==> src/include/lutrom_pkg.sv <==
// Shared constants, formats and bus carriers of the look-up table block.
package lutrom_pkg;

   // Stored word formats.
   typedef enum logic [1:0]
   {
      LUTROM_SINT  = 2'b00,
      LUTROM_SFRAC = 2'b01,
      LUTROM_UINT  = 2'b10,
      LUTROM_BIT   = 2'b11
   } lutrom_fmt_type;

   // Legal address widths.
   localparam int LUTROM_ADDR_W_MIN = 2;
   localparam int LUTROM_ADDR_W_MAX = 16;

   // Widest stored word that the bus view can sign-extend.
   localparam int LUTROM_DATA_W_MAX = 31;

   // Width of one initial value.
   localparam int LUTROM_INIT_W = 32;

   // Register bus geometry and register byte offsets.
   localparam int          LUTROM_WB_ADR_W = 8;
   localparam logic [7:0]  LUTROM_REG_CTRL   = 8'h00;
   localparam logic [7:0]  LUTROM_REG_STATUS = 8'h04;
   localparam logic [7:0]  LUTROM_REG_DATA   = 8'h08;
   localparam logic [7:0]  LUTROM_REG_SADDR  = 8'h0C;
   localparam logic [7:0]  LUTROM_REG_COUNT  = 8'h10;
   localparam logic [7:0]  LUTROM_REG_INFO   = 8'h14;

   // Field positions.
   localparam int LUTROM_CTRL_HOLD   = 0;
   localparam int LUTROM_CTRL_SOFT   = 1;
   localparam int LUTROM_STAT_INEX   = 0;
   localparam int LUTROM_STAT_ADV    = 1;
   localparam int LUTROM_INFO_FMT    = 8;
   localparam int LUTROM_INFO_FRAC   = 16;
   localparam int LUTROM_INFO_LAT    = 24;

   // Values after reset.
   localparam logic [1:0]  LUTROM_CTRL_RST  = 2'h0;
   localparam logic [31:0] LUTROM_COUNT_RST = 32'h0000_0000;

   // Classic bus request and answer.
   typedef struct packed
   {
      logic        cyc;
      logic        stb;
      logic        we;
      logic [7:0]  adr;
      logic [3:0]  sel;
      logic [31:0] dat;
   } lutrom_wb_req_type;

   typedef struct packed
   {
      logic        ack;
      logic [31:0] dat;
   } lutrom_wb_rsp_type;

endpackage : lutrom_pkg

==> src/hw/lutrom_top.sv <==
// Look-up table block: address path, storage and bus register view.
//
// Contract
// - The table holds two to the address width words, one per address.
// - Address width is a build choice from 2 to 16, address is unsigned.
// - Word format is signed, signed fraction, unsigned or single bit.
// - In the signed formats, integer bits include the sign, which is the top output bit.
// - Fraction bits apply only to the fraction format, a bit is one wide.
// - Contents come from a short initial array and misfits are flagged.
// - An optional enable input gates the address and output registers.
// - Registered output adds one clock of read latency.
// - Registered address is captured one edge before the lookup uses it.
// - The library style always registers the address.
`timescale 1ns/1ps
`default_nettype none
module lutrom_top
   import lutrom_pkg::*;
#(
   parameter int             ADDR_W     = 8,
   parameter lutrom_fmt_type FMT        = LUTROM_SINT,
   parameter int             INT_BITS   = 8,
   parameter int             FRAC_BITS  = 0,
   parameter bit             USE_ENA    = 1'b1,
   parameter bit             REG_DATA   = 1'b1,
   parameter bit             REG_ADDR   = 1'b0,
   parameter bit             USE_LIBROM = 1'b0,
   parameter int             INIT_LEN   = 4,
   parameter logic signed [31:0] INIT_VALS [INIT_LEN] = '{default: 32'sh0},
   // Derived; not meant to be overridden.
   parameter int             DATA_W =
      (FMT == LUTROM_BIT) ? 1 :
      (FMT == LUTROM_SFRAC) ? INT_BITS + FRAC_BITS : INT_BITS
)
(
   // Clock and reset
   input  wire logic              clk_sys,
   input  wire logic              sys_rst,
   // Lookup datapath
   input  wire logic [ADDR_W-1:0] lut_addr,
   input  wire logic              lut_ena,
   output var  logic [DATA_W-1:0] lut_data,
   // Register bus
   input  wire lutrom_wb_req_type wb_req,
   output var  lutrom_wb_rsp_type wb_rsp,
   // Build check
   output var  logic              init_inexact
);

   // The address width is bounded at build time; an illegal width holds
   // the lookup enable low instead of running a silently wrong table.
   localparam bit ADDR_OK = (ADDR_W >= LUTROM_ADDR_W_MIN) &&
                            (ADDR_W <= LUTROM_ADDR_W_MAX);

   // The library style forces the address stage.
   localparam bit ADDR_STAGE = REG_ADDR || USE_LIBROM;

   // Read latency in clocks, published on the bus.
   localparam logic [3:0] LATENCY =
      4'(int'(ADDR_STAGE) + int'(REG_DATA));

   localparam bit SIGNED_FMT = (FMT == LUTROM_SINT) ||
                               (FMT == LUTROM_SFRAC);

   // Fraction bits that the format really uses.
   localparam logic [7:0] FRAC_EFF =
      (FMT == LUTROM_SFRAC) ? 8'(FRAC_BITS) : 8'h00;

   localparam logic [4:0] ADDR_W_CODE = 5'(ADDR_W);
   localparam int         PAD_W       = 32 - DATA_W;
   localparam int         APAD_W      = 32 - ADDR_W;

   // Control and status state.
   logic              hold_q;
   logic              hold_d;
   logic              soft_q;
   logic              soft_d;
   logic [ADDR_W-1:0] saddr_q;
   logic [ADDR_W-1:0] saddr_d;
   logic [31:0]       count_q;
   logic [31:0]       count_d;
   logic              ack_q;
   logic              ack_d;
   logic [31:0]       rdat_q;
   logic [31:0]       rdat_d;
   logic [ADDR_W-1:0] addr_q;
   logic [ADDR_W-1:0] addr_d;

   // Datapath wires.
   logic              ena_w;
   logic              adv_w;
   logic [ADDR_W-1:0] src_addr_w;
   logic [ADDR_W-1:0] look_addr_w;
   logic [DATA_W-1:0] word_w;
   logic              inexact_w;
   logic              sign_w;
   logic [31:0]       data_view_w;
   logic [31:0]       saddr_view_w;

   // Bus decode wires.
   logic              req_w;
   logic              wr_w;
   logic              rd_hit_ctrl_w;
   logic              hit_ctrl_w;
   logic              hit_stat_w;
   logic              hit_data_w;
   logic              hit_saddr_w;
   logic              hit_count_w;
   logic              hit_info_w;
   logic              wr_ctrl_w;
   logic              wr_saddr_w;
   logic              wr_count_w;
   logic [31:0]       ctrl_view_w;
   logic [31:0]       stat_view_w;
   logic [31:0]       info_view_w;

   // Enable path: the port is used only when asked for; software can also
   // freeze the block, which acts like the enable held low.
   assign ena_w = USE_ENA ? lut_ena : 1'b1;
   assign adv_w = ena_w && !hold_q && ADDR_OK;

   // Address source: the datapath port, or the software address register.
   assign src_addr_w = soft_q ? saddr_q : lut_addr;

   // The lookup reads the captured address when that stage exists.
   assign look_addr_w = ADDR_STAGE ? addr_q : src_addr_w;

   // Address stage; it holds while the enable is low.
   assign addr_d = adv_w ? src_addr_w : addr_q;

   always_ff @(posedge clk_sys)
   begin
      if (sys_rst)
         addr_q <= '0;
      else
         addr_q <= addr_d;
   end

   // Table storage and the optional output register.
   lutrom_mem #(
      .ADDR_W    (ADDR_W),
      .DATA_W    (DATA_W),
      .FMT       (FMT),
      .REG_OUT   (REG_DATA),
      .INIT_LEN  (INIT_LEN),
      .INIT_VALS (INIT_VALS)
   ) u_mem (
      .clk_sys (clk_sys),
      .sys_rst (sys_rst),
      .rd_en   (adv_w),
      .rd_addr (look_addr_w),
      .rd_data (word_w),
      .inexact (inexact_w)
   );

   // The word leaves in its stored format; MSB is the sign where signed.
   assign lut_data     = word_w;
   assign init_inexact = inexact_w;

   // Bus view of the current word, sign-extended for signed formats.
   assign sign_w      = SIGNED_FMT ? word_w[DATA_W-1] : 1'b0;
   assign data_view_w = {{PAD_W{sign_w}}, word_w};
   assign saddr_view_w = {{APAD_W{1'b0}}, saddr_q};

   // Register bus decode.
   assign req_w       = wb_req.cyc && wb_req.stb && !ack_q;
   assign wr_w        = req_w && wb_req.we;
   assign hit_ctrl_w  = (wb_req.adr == LUTROM_REG_CTRL);
   assign hit_stat_w  = (wb_req.adr == LUTROM_REG_STATUS);
   assign hit_data_w  = (wb_req.adr == LUTROM_REG_DATA);
   assign hit_saddr_w = (wb_req.adr == LUTROM_REG_SADDR);
   assign hit_count_w = (wb_req.adr == LUTROM_REG_COUNT);
   assign hit_info_w  = (wb_req.adr == LUTROM_REG_INFO);
   assign rd_hit_ctrl_w = hit_ctrl_w;
   assign wr_ctrl_w   = wr_w && hit_ctrl_w && wb_req.sel[0];
   assign wr_saddr_w  = wr_w && hit_saddr_w;
   assign wr_count_w  = wr_w && hit_count_w;

   // Read views.
   assign ctrl_view_w = {30'h0000_0000, soft_q, hold_q};
   assign stat_view_w = {30'h0000_0000, adv_w, inexact_w};
   assign info_view_w = {4'h0, LATENCY, FRAC_EFF,
                         6'h00, FMT, 3'h0, ADDR_W_CODE};

   // Control register.
   assign hold_d = wr_ctrl_w ? wb_req.dat[LUTROM_CTRL_HOLD] : hold_q;
   assign soft_d = wr_ctrl_w ? wb_req.dat[LUTROM_CTRL_SOFT] : soft_q;

   // Software address, written byte by byte; upper bits are dropped.
   always_comb
   begin
      saddr_d = saddr_q;
      for (int b = 0; b < ADDR_W; b++)
      begin
         if (wr_saddr_w && wb_req.sel[b / 8])
            saddr_d[b] = wb_req.dat[b];
      end
   end

   // Lookup counter: counts enabled cycles; a write clears it, and a count
   // in the clearing cycle is kept.
   always_comb
   begin
      count_d = count_q;
      if (wr_count_w)
         count_d = LUTROM_COUNT_RST;
      if (adv_w)
         count_d = count_d + 32'h0000_0001;
   end

   // Read mux; unmapped offsets answer with zero.
   always_comb
   begin
      rdat_d = 32'h0000_0000;
      if (rd_hit_ctrl_w)
         rdat_d = ctrl_view_w;
      else if (hit_stat_w)
         rdat_d = stat_view_w;
      else if (hit_data_w)
         rdat_d = data_view_w;
      else if (hit_saddr_w)
         rdat_d = saddr_view_w;
      else if (hit_count_w)
         rdat_d = count_q;
      else if (hit_info_w)
         rdat_d = info_view_w;
   end

   // Every request is answered one cycle after it is seen.
   assign ack_d = req_w;

   always_ff @(posedge clk_sys)
   begin
      if (sys_rst)
      begin
         hold_q  <= LUTROM_CTRL_RST[LUTROM_CTRL_HOLD];
         soft_q  <= LUTROM_CTRL_RST[LUTROM_CTRL_SOFT];
         saddr_q <= '0;
         count_q <= LUTROM_COUNT_RST;
         ack_q   <= 1'b0;
         rdat_q  <= 32'h0000_0000;
      end
      else
      begin
         hold_q  <= hold_d;
         soft_q  <= soft_d;
         saddr_q <= saddr_d;
         count_q <= count_d;
         ack_q   <= ack_d;
         rdat_q  <= rdat_d;
      end
   end

   assign wb_rsp.ack = ack_q;
   assign wb_rsp.dat = rdat_q;

endmodule : lutrom_top
`default_nettype wire

==> src/hw/lutrom_mem.sv <==
// Fixed table storage with optional registered read data.
`timescale 1ns/1ps
`default_nettype none
module lutrom_mem
   import lutrom_pkg::*;
#(
   parameter int             ADDR_W   = 8,
   parameter int             DATA_W   = 8,
   parameter lutrom_fmt_type FMT      = LUTROM_SINT,
   parameter bit             REG_OUT  = 1'b1,
   parameter int             INIT_LEN = 4,
   parameter logic signed [31:0] INIT_VALS [INIT_LEN] = '{default: 32'sh0}
)
(
   // Clock and reset
   input  wire logic              clk_sys,
   input  wire logic              sys_rst,
   // Read port
   input  wire logic              rd_en,
   input  wire logic [ADDR_W-1:0] rd_addr,
   output var  logic [DATA_W-1:0] rd_data,
   // Build check
   output var  logic              inexact
);

   localparam int DEPTH = 1 << ADDR_W;
   localparam bit SIGNED_FMT = (FMT == LUTROM_SINT) || (FMT == LUTROM_SFRAC);

   logic [DATA_W-1:0] table_w [DEPTH];
   logic [DEPTH-1:0]  bad_w;
   logic              inexact_q;

   function automatic logic fits(input logic signed [31:0] v);
      logic signed [33:0] lo;
      logic signed [33:0] hi;
      lo = SIGNED_FMT ? -(34'sh1 <<< (DATA_W - 1)) : 34'sh0;
      hi = SIGNED_FMT ? (34'sh1 <<< (DATA_W - 1)) - 34'sh1
                      : (34'sh1 <<< DATA_W) - 34'sh1;
      return (34'(v) >= lo) && (34'(v) <= hi);
   endfunction : fits

   // Each address owns one word; entries past the initial array are zero.
   for (genvar i = 0; i < DEPTH; i++)
   begin : g_entry
      if (i < INIT_LEN)
      begin : g_init
         assign table_w[i] = INIT_VALS[i][DATA_W-1:0];
         assign bad_w[i]   = !fits(INIT_VALS[i]);
      end
      else
      begin : g_zero
         assign table_w[i] = '0;
         assign bad_w[i]   = 1'b0;
      end
   end

   // An array as long as the table is also flagged.
   always_ff @(posedge clk_sys)
   begin
      inexact_q <= (|bad_w) || (INIT_LEN >= DEPTH);
   end
   assign inexact = inexact_q;

   if (REG_OUT)
   begin : g_reg
      logic [DATA_W-1:0] data_q;
      always_ff @(posedge clk_sys)
      begin
         if (sys_rst)
            data_q <= '0;
         else if (rd_en)
            data_q <= table_w[rd_addr];
      end
      assign rd_data = data_q;
   end
   else
   begin : g_comb
      assign rd_data = table_w[rd_addr];
   end

endmodule : lutrom_mem
`default_nettype wire

==> config.mk <==
export PLATFORM = sky130hd
export DESIGN_NAME = lutrom_top
export DESIGN_NICKNAME = d
export VERILOG_FILES = /design/src/include/lutrom_pkg.sv /design/src/hw/lutrom_top.sv /design/src/hw/lutrom_mem.sv
export SDC_FILE = /design/constraint.sdc
export NUM_CORES = 1
export LEC_CHECK = 0
export ABC_CLOCK_PERIOD_IN_PS = 3200
export BUFFER_PORTS_ARGS = -buffer_cell sky130_fd_sc_hd__buf_4
export CORE_UTILIZATION = 50
export DETAILED_ROUTE_END_ITERATION = 8
export PLACE_DENSITY = 0.79
export SYNTH_ARGS = -nofsm -noshare
export SYNTH_HDL_FRONTEND = slang
export SYNTH_SLANG_ARGS = --single-unit
export TNS_END_PERCENT = 1
==> constraint.sdc <==
create_clock -name clk_sys -period 3.2 [get_ports clk_sys]
set_clock_uncertainty 0.1 [all_clocks]
set_input_delay 0.32 -clock clk_sys [delete_from_list [all_inputs] [get_ports clk_sys]]
set_output_delay 0.32 -clock clk_sys [all_outputs]
set_load 0.05 [all_outputs]
==> results of run 1 <==
-- per-layer routing --
layer  global-route usage, %  vias to the layer above
li1                        -                     1167
met2                    33.5                       58
met4                    10.5                        0
met5                       0                        -
met3                    4.91                       13
met1                    21.7                     1026
-- path summary, 6_finish.rpt --
kind / from / end / slack (ps) / depth (start not counted)
max: ack_q$_SDFF_PP0_ / count_q[28]$_SDFF_PP0_ / 520 / 9
min: wb_req[2] / saddr_q[2]$_SDFFE_PP0P_ / 110 / 3
max reg2reg: ack_q$_SDFF_PP0_ / count_q[28]$_SDFF_PP0_ / 520 / 9
min reg2reg: ack_q$_SDFF_PP0_ / ack_q$_SDFF_PP0_ / 340 / 1
-- synth_stat cells, types with 5 or more instances --
| library cell | count |
|---|---|
| mux2i_1 | 10 |
| nor3_1 | 14 |
| nand2_1 | 19 |
| nor2_1 | 47 |
| xnor2_1 | 22 |
| a22o_1 | 5 |
| nand4_1 | 7 |
| and2_1 | 26 |
| nand3_1 | 8 |
| nor4_1 | 10 |
| buf_4 | 10 |
| a21oi_1 | 5 |
| xor2_1 | 6 |
| clkbuf_1 | 8 |
| dfxtp_1 | 75 |
-- stage by stage --
stage	hold slack, ps	instance area, sq um	cells	power, mW	worst slack (ps)
floorplan	289	3040	325	1.02	644
global placement	324	3430	432	1.04	466
detailed placement	336	3430	432	1.04	419
CTS	98.9	3640	447	1.82	513
global route	117	3640	447	1.86	343
finish	114	3640	447	1.79	524
-- worst max-delay path: stages, from the launching register on --
cell	delay (ps)
dfxtp_1	340
and4b_1	220
nand4_1	170
and2_1	200
ha_1	200
nand4b_2	190
or4_4	630
nor3_1	290
xnor2_1	160
nor2_1	60
-- area by class of cell --
| type | count | area, sq um |
|---|---|---|
| inverter | 4 | 15.0 |
| multi-input combinational | 224 | 1390 |
| fill | 497 | 2000 |
| tap | 72 | 90.1 |
| clock buffer | 10 | 138 |
| sequential | 75 | 1500 |
| clock inverter | 5 | 77.6 |
| timing repair buffer | 57 | 428 |
-- registers in the layout (all words and copies together), names as in the netlist --
signal   cells
rdat_q      32
count_q     32
soft_q       1
saddr_q      8
ack_q        1
hold_q       1
-- kinds of logic (layout without fill, tap and decap cells) --
kind of cell | count (synthesis) | count (layout)
and+or+nand+nor | 159 | 159
buffers and inverters | 26 | 76
other | 1 | 9
xor gates and xnor gates | 28 | 28
DFF | 75 | 75
adders and majority gates | 1 | 1
AOI/OAI and AO/OA | 17 | 17
muxes | 10 | 10
-- power by group through the flow --
stage	combinational (mW)	clock (mW)	sequential [mW]
final	0.0841	0.772	0.938
after global routing	0.0913	0.834	0.938
after CTS	0.0847	0.796	0.938
after detailed placement	0.0843	0	0.960
after global placement	0.0821	0	0.960
after floorplan	0.0632	0	0.959
==> reports/metrics.cfg, run 1 <==
[outcome]
outcome=finished, final reports clean

[timing]
slew_headroom_pct=47.4
worst_pin_slew_ps=785
grt_setup_unrepaired=false
fin_crit_ps=2680
max_freq_ghz=0.374
setup_violations=0
hold_viol=0
fin_crit_sh_pct=83.6
setup_tns_ps=0
slew_violations=0

[floorplan]
die_w_um=79.6
rows=27
coreArea_sq_um=5640
start_util_pct=53.4
io-pin-count=100
die_h_um=79.6
die-area_sq_um=6340

[power_and_ir_drop]
power_frac_comb_pct=4.7
power.share.clock_pct=43.0
switching_share_pct=21.0
p_seq_share_pct=52.3
power.switching_mw=0.376
powerDensity_nw_per_um2=493
power.internal_mw=1.42
ir_drop_mv=0.469
leakage_nw=1.46

[cells_and_area]
finalNetCount=430
layout_commonest_cell=dfxtp_1
layout-drive-gt1-share_pct=21.6
fin_util_pct=64.6
mostFrequentLayoutCells=dfxtp_1 (75), buf_4 (57), nor2_1 (47), and2_1 (26), xnor2_1 (22)
area_growth_pct=21.0
n_antenna_cell=0

[logic_synthesis]
synth-seq-cells=75
synth.avg_cell_area_sq_um=9.50
synth_top_area_share_pct=49.9
ys.flop_type=dfxtp_1
synth_top_family_by_area=simple AND/OR/NAND/NOR gates
netlist_top_cells_area=dfxtp_1 (50%), xnor2_1 (6.4%), nor2_1 (5.9%)
synth_area_sq_um=3010
yosys.area_share.xor_xnor_pct=8.14
ys_types=40
synthCells=317
synthSimpleGateAreaFrac_pct=29.4
synth_warnings=0
synth_fa_ha_area_share_pct=0.415
yosys.area.top_type=dfxtp_1
yosys-mux-area-fraction_pct=3.32
yosysSeqAreaShare_pct=49.9
synth_compound_area_share_pct=3.86
synth-edff-count=0
async_reset_ff_share_pct=0

[global_route]
antenna_found_initial=0
grt_pass1_vias=2167
grt_max_degree=30
grtUsageTotal_pct=19.4
grt_pass1_wl_mm=9.49
overflow=0

[drt]
wirelength_mm=5.40
drc=0
antenna_left=0
drt-pass1-iter-count=5
dr_wl_met2_mm=2.71
top_layer_used=met4
drt_iter0_drc=130
dr_wl_met3_um=219
wl_per_cell_um=12.1
vias=2264
wl_met1_mm=2.35
viasPerCell=5.06

[cts]
cts_buffers=9
cts_max_path_buffers=2
path_clk_slew_ps=70
clock-sinks=75
h-tree-depth=3
clkLatencyLatePin_ps=340
cts_resized=0
holdBufCountCts=0
root_buffer=clkbuf_8
tritoncts=done
post-cts-setup-buffer-count=0

[critical_path]
required_ps=3330
cp-end-kind=flip-flop
cp_max_fo=7
criticalPathCategory=flip-flop to flip-flop
start_kind=flip-flop
critPathArrivalTime_ps=2800

[placed_design]
routabilityCongestion=0.813
io_buffers=55
dp_hpwl_mm=3.86

[hold_path]
hold_path_class=primary input to flip-flop

[run]
maxCapViolCount=0

(Power assumes the default switching activity.)
==> run 2: changes to the inputs <==
ABC_CLOCK_PERIOD_IN_PS = 2800   (was 3200)
clock period = 2.8 ns   (was 3.2 ns; I/O delays follow)
==> reports/metrics.cfg, run 2 (synthesis gave the netlist of run 1 again) <==
[outcome]
outcome=finished, final reports clean

[drt]
viasPerCell=5.09  ; +0.55%
drc=0  ; unchanged
drt_iter0_drc=149  ; +15%
vias=2312  ; +2.1%
wirelength_mm=5.58  ; +3.3%
wl_per_cell_um=12.3  ; +1.7%
antenna_left=0  ; unchanged
drt-pass1-iter-count=4  ; -1

[cells_and_area]
fin_cells=454  ; +1.6%
fin_util_pct=65.8  ; +1.2 points
layout_commonest_cell=dfxtp_1
layout-drive-gt1-share_pct=23.0  ; +1.4 points
fillCellCount=434  ; -13%
area_growth_pct=23.3
n_antenna_cell=0  ; unchanged
largestRegisters=count_q: 32 flops, rdat_q: 32 flops, saddr_q: 8 flops
finalNetCount=436  ; +1.4%
mostFrequentLayoutCells=dfxtp_1 (75), buf_4 (63), nor2_1 (47), and2_1 (26), xnor2_1 (22)

[critical_path]
rrSetupSlack_ps=220  ; -300 ps
critPathArrivalTime_ps=2720  ; -80 ps
slowest_delay_ps=610  ; -20 ps
cp-end-kind=flip-flop
r2r_end=count_q[24]$_SDFF_PP0_
cpMaxStageDelayCell=or4_4
cp_max_fo=7  ; unchanged
criticalPathCategory=flip-flop to flip-flop
crit_start=ack_q$_SDFF_PP0_
crit_path_end=count_q[24]$_SDFF_PP0_
path_cells=and4b_1, nand4_1, and2_1, ha_1, nand4b_2, or4_4, nor3_1, xnor2_1, nor2_1
start_kind=flip-flop
required_ps=2940  ; -390 ps
reg2reg_depth=9  ; unchanged
crit-reg2reg-launch=ack_q$_SDFF_PP0_

[timing]
max_freq_ghz=0.388  ; +3.8%
worst_pin_slew_ps=670  ; -115 ps
grt_setup_unrepaired=false
fin_crit_ps=2580  ; -98.1 ps
slew_violations=0  ; unchanged
setup_slack_ps=222  ; -302 ps
hold_viol=0  ; unchanged
setup_tns_ps=0  ; unchanged
fin_crit_sh_pct=92.1  ; +8.4 points
slew_headroom_pct=55.0  ; +7.6 points
setup_violations=0  ; unchanged

[placed_design]
placed_cells=438  ; +1.4%
dp_slack_ps=160  ; -259 ps
routabilityCongestion=0.817  ; +0.52%
dp_hpwl_mm=3.89  ; +0.63%
io_buffers=55  ; unchanged

[floorplan]
coreArea_sq_um=5640  ; unchanged
start_util_pct=53.4  ; unchanged
die-area_sq_um=6340  ; unchanged
die_h_um=79.6  ; unchanged
io-pin-count=100  ; unchanged
rows=27  ; unchanged
die_w_um=79.6  ; unchanged

[global_route]
grt_pass1_vias=2261  ; +4.3%
overflow=0  ; unchanged
grt_max_degree=30  ; unchanged
grt_pass1_wl_mm=9.72  ; +2.5%
grtUsageTotal_pct=20.4  ; +0.98 points
antenna_found_initial=0  ; unchanged

[power_and_ir_drop]
leakage_nw=1.50  ; +2.7%
p_total_mw=2.15  ; +20%
ir_drop_mv=0.374  ; -20%
powerDensity_nw_per_um2=579  ; +17%

[cts]
cts_buffers=9  ; unchanged
tritoncts=done
cts_resized=0  ; unchanged
holdBufCountCts=0  ; unchanged
cts_max_path_buffers=2  ; unchanged
path_clk_slew_ps=80  ; about the same
clock-sinks=75  ; unchanged
post-cts-setup-buffer-count=0  ; unchanged
clkLatencyLatePin_ps=360  ; +20 ps
root_buffer=clkbuf_8
h-tree-depth=3  ; unchanged

[hold_path]
hold_path_class=primary input to flip-flop

[run]
maxCapViolCount=0  ; unchanged

-- run 2: cell types whose count changed in the layout (fill, tap and decap cells not counted), sizes merged --
cell    delta
buf        +6
clkbuf     -1
bufinv     +1
clkinv     +1
-- run 2: worst min-delay path by stage --
stage                                start               endpoint  depth (start not counted)
final                           wb_req[45]       ack_q$_SDFF_PP0_                          3
after global routing             wb_req[0]    hold_q$_SDFFE_PP0P_                          3
after CTS                       wb_req[45]       ack_q$_SDFF_PP0_                          3
after detailed placement  ack_q$_SDFF_PP0_       ack_q$_SDFF_PP0_                          1
after global placement    ack_q$_SDFF_PP0_       ack_q$_SDFF_PP0_                          1
after floorplan                    sys_rst  count_q[1]$_SDFF_PP0_                          1
-- run 2: cell type report --
cell class | instances | area, sq um | share of cell area, %
clock buffer | 9 | 124 | 3.34
clock inverter | 7 | 116 | 3.13
inverter | 4 | 15.0 | 0.404
multi-input combinational | 224 | 1390 | 37.5
sequential | 75 | 1500 | 40.4
tap | 72 | 90.1 | 2.43
timing repair buffer | 63 | 473 | 12.7
-- run 2: critical path, delay by kind of cell, from the launching register on --
| family | cells | cell delay (ps) |
|---|---|---|
| simple gates | 7 | 1680 |
| flops | 1 | 350 |
| fa+ha+maj | 1 | 180 |
| xor+xnor | 1 | 160 |
-- run 2: power by group --
| part | leakage [nW] | switching, mW | internal [mW] | total, mW |
|---|---|---|---|---|
| clock | 0.119 | 0.392 | 0.589 | 0.981 |
| sequential | 0.604 | 0.00270 | 1.07 | 1.07 |
| combinational | 0.776 | 0.0624 | 0.0337 | 0.0961 |
| total | 1.50 | 0.457 | 1.69 | 2.15 |
-- run 2: metrics by stage --
stage / area [sq um] / hold slack [ps]
after floorplan: 3040 / 249
after global placement: 3470 / 323
after detailed placement: 3470 / 328
after CTS: 3710 / 37.7
after global routing: 3710 / 55.4
final: 3710 / 55.8
-- run 2: metal layers --
layer | up-vias | track usage, % | wire, um
met2 | 58 | 35.1 | 2770
met4 | 0 | 10.2 | 107
li1 | 1177 | - | -
met5 | - | 0 | 0
met1 | 1066 | 21.3 | 2380
met3 | 11 | 8.23 | 323
==> run 3: changes to the inputs <==
PLACE_DENSITY = 0.77   (was 0.79)
SYNTH_HIERARCHICAL = 1   (was default)
==> reports/metrics.cfg, run 3 <==
[outcome]
outcome=finished, final reports clean

[global_route]
overflow=0  ; unchanged
antenna_found_initial=0  ; unchanged
grt_max_degree=26  ; -13%
grt_pass1_vias=2842  ; +26%
grt_pass1_wl_mm=12.9  ; +33%
grtUsageTotal_pct=22.6  ; +2.2 points

[cts]
clkLatencyLatePin_ps=350  ; about the same
cts_buffers=9  ; unchanged
tritoncts=done
clock-sinks=75  ; unchanged
h-tree-depth=3  ; unchanged
post-cts-setup-buffer-count=0  ; unchanged
root_buffer=clkbuf_8
holdBufCountCts=0  ; unchanged
path_clk_slew_ps=80  ; about the same
cts_max_path_buffers=2  ; unchanged

[critical_path]
crit-reg2reg-launch=ack_q$_SDFF_PP0_
r2r_end=count_q[14]$_SDFF_PP0_
criticalPathCategory=flip-flop to flip-flop
slowest_delay_ps=610  ; about the same
reg2reg_depth=9  ; unchanged
cp_max_fo=11  ; +4
start_kind=flip-flop
path_cells=and4b_1, nand3_1, and2_1, ha_1, nand2_1, or4_4, buf_4, or3_1, a21oi_1
crit_path_end=count_q[14]$_SDFF_PP0_
critPathArrivalTime_ps=2740  ; +20 ps
rrSetupSlack_ps=230  ; about the same
cp-end-kind=flip-flop
crit_start=ack_q$_SDFF_PP0_
cpMaxStageDelayCell=or4_4
required_ps=2970  ; +30 ps

[logic_synthesis]
synthCells=396  ; +25%
synth.avg_cell_area_sq_um=8.73  ; -8.1%
synth_area_sq_um=3460  ; +15%
synth_warnings=6  ; +6

[floorplan]
io-pin-count=100  ; unchanged
rows=29  ; +7.4%
die-area_sq_um=7250  ; +14%
die_w_um=85.2  ; +7.0%
start_util_pct=53.2  ; -0.16 points
die_h_um=85.2  ; +7.0%
coreArea_sq_um=6490  ; +15%

[timing]
setup_tns_ps=0  ; unchanged
hold_slack_ps=70.6  ; +14.8 ps
setup_violations=0  ; unchanged
fin_crit_ps=2570  ; -11.0 ps
worst_pin_slew_ps=870  ; +200 ps
slew_violations=0  ; unchanged
hold_viol=0  ; unchanged
setup_slack_ps=233  ; +11.0 ps
fin_crit_sh_pct=91.7  ; -0.39 points
slew_headroom_pct=41.8  ; -13 points
max_freq_ghz=0.390  ; +0.43%
grt_setup_unrepaired=false

[power_and_ir_drop]
p_total_mw=2.18  ; +1.5%
ir_drop_mv=0.334  ; -11%
powerDensity_nw_per_um2=521  ; -10%
leakage_nw=1.52  ; +1.2%

[placed_design]
routabilityCongestion=0.835  ; +2.2%
dp_slack_ps=14.4  ; -145 ps
dp_hpwl_mm=5.27  ; +36%
io_buffers=55  ; unchanged

[drt]
drc=0  ; unchanged
wirelength_mm=7.45  ; +33%
viasPerCell=5.66  ; +11%
wl_per_cell_um=14.1  ; +14%
vias=2998  ; +30%
drt_iter0_drc=132  ; -11%
antenna_left=0  ; unchanged
drt-pass1-iter-count=4  ; unchanged

[cells_and_area]
fillCellCount=549  ; +26%
layout_commonest_cell=dfxtp_1
finalNetCount=508  ; +17%
layout-drive-gt1-share_pct=24.3  ; +1.2 points
mostFrequentLayoutCells=dfxtp_1 (75), buf_4 (73), nand2_1 (47), a21oi_1 (40)
largestRegisters=count_q: 32 flops, rdat_q: 32 flops, saddr_q: 8 flops
fin_util_pct=64.5  ; -1.3 points
n_antenna_cell=0  ; unchanged
area_growth_pct=21.1

[hold_path]
hold_path_class=primary input to flip-flop
hold_path.startpoint=wb_req[5]

[run]
maxCapViolCount=0  ; unchanged

==> run 3: final cells by class <==
class                   count  area [sq um]  area share (%)
clock inverters             3          68.8            1.64
inverters                   4          15.0           0.359
multi-input cells         285          1770            42.3
repair buffers             74           568            13.6
clock buffers              12           165            3.94
well taps                  77          96.3            2.30
flip-flops and latches     75          1500            35.9
==> run 3: metal layers <==
metal	up-vias	global-route usage (%)	wire length, um
li1	1516	-	-
met3	13	5.74	338
met1	1402	27.3	3410
met4	0	10.2	140
met2	67	38.0	3560
met5	-	0	0
==> run 3: metrics by stage <==
step           cells  cell area [sq um]
2_1_floorplan    404               3490
3_3_place_gp     515               3950
3_5_place_dp     515               3950
4_1_cts          530               4180
5_1_grt          530               4190
6_report         530               4190
==> run 3: worst min-delay path by stage <==
| stage | endpoint | slack [ps] | cells after the start |
|---|---|---|---|
| floorplan | ack_q$_SDFF_PP0_ | 300 | 2 |
| global placement | ack_q$_SDFF_PP0_ | 340 | 1 |
| detailed placement | rdat_q[31]$_SDFF_PP0_ | 370 | 2 |
| CTS | saddr_q[7]$_SDFFE_PP0P_ | 60 | 3 |
| global route | ack_q$_SDFF_PP0_ | 70 | 3 |
| finish | saddr_q[5]$_SDFFE_PP0P_ | 70 | 3 |
==> run 3: power breakdown <==
part,switching (mW),internal (mW)
clock network,0.396,0.573
logic,0.0892,0.0495
registers,0.00435,1.07
==> run 3: timing repair <==
action                     4_1_cts  5_1_grt
gates resized for setup          0        1
setup endpoints to repair        0        7
hold endpoints to repair         0        0
==> run 3: worst max-delay path, delay by kind of cell, from the launching register on <==
family                   cells  cell delay [ps]
buffers and inverters        1              180
adder cells (fa/ha/maj)      1              170
AND/OR/NAND/NOR              6             1510
flip-flops                   1              380
AO/OA/AOI/OAI                1              160
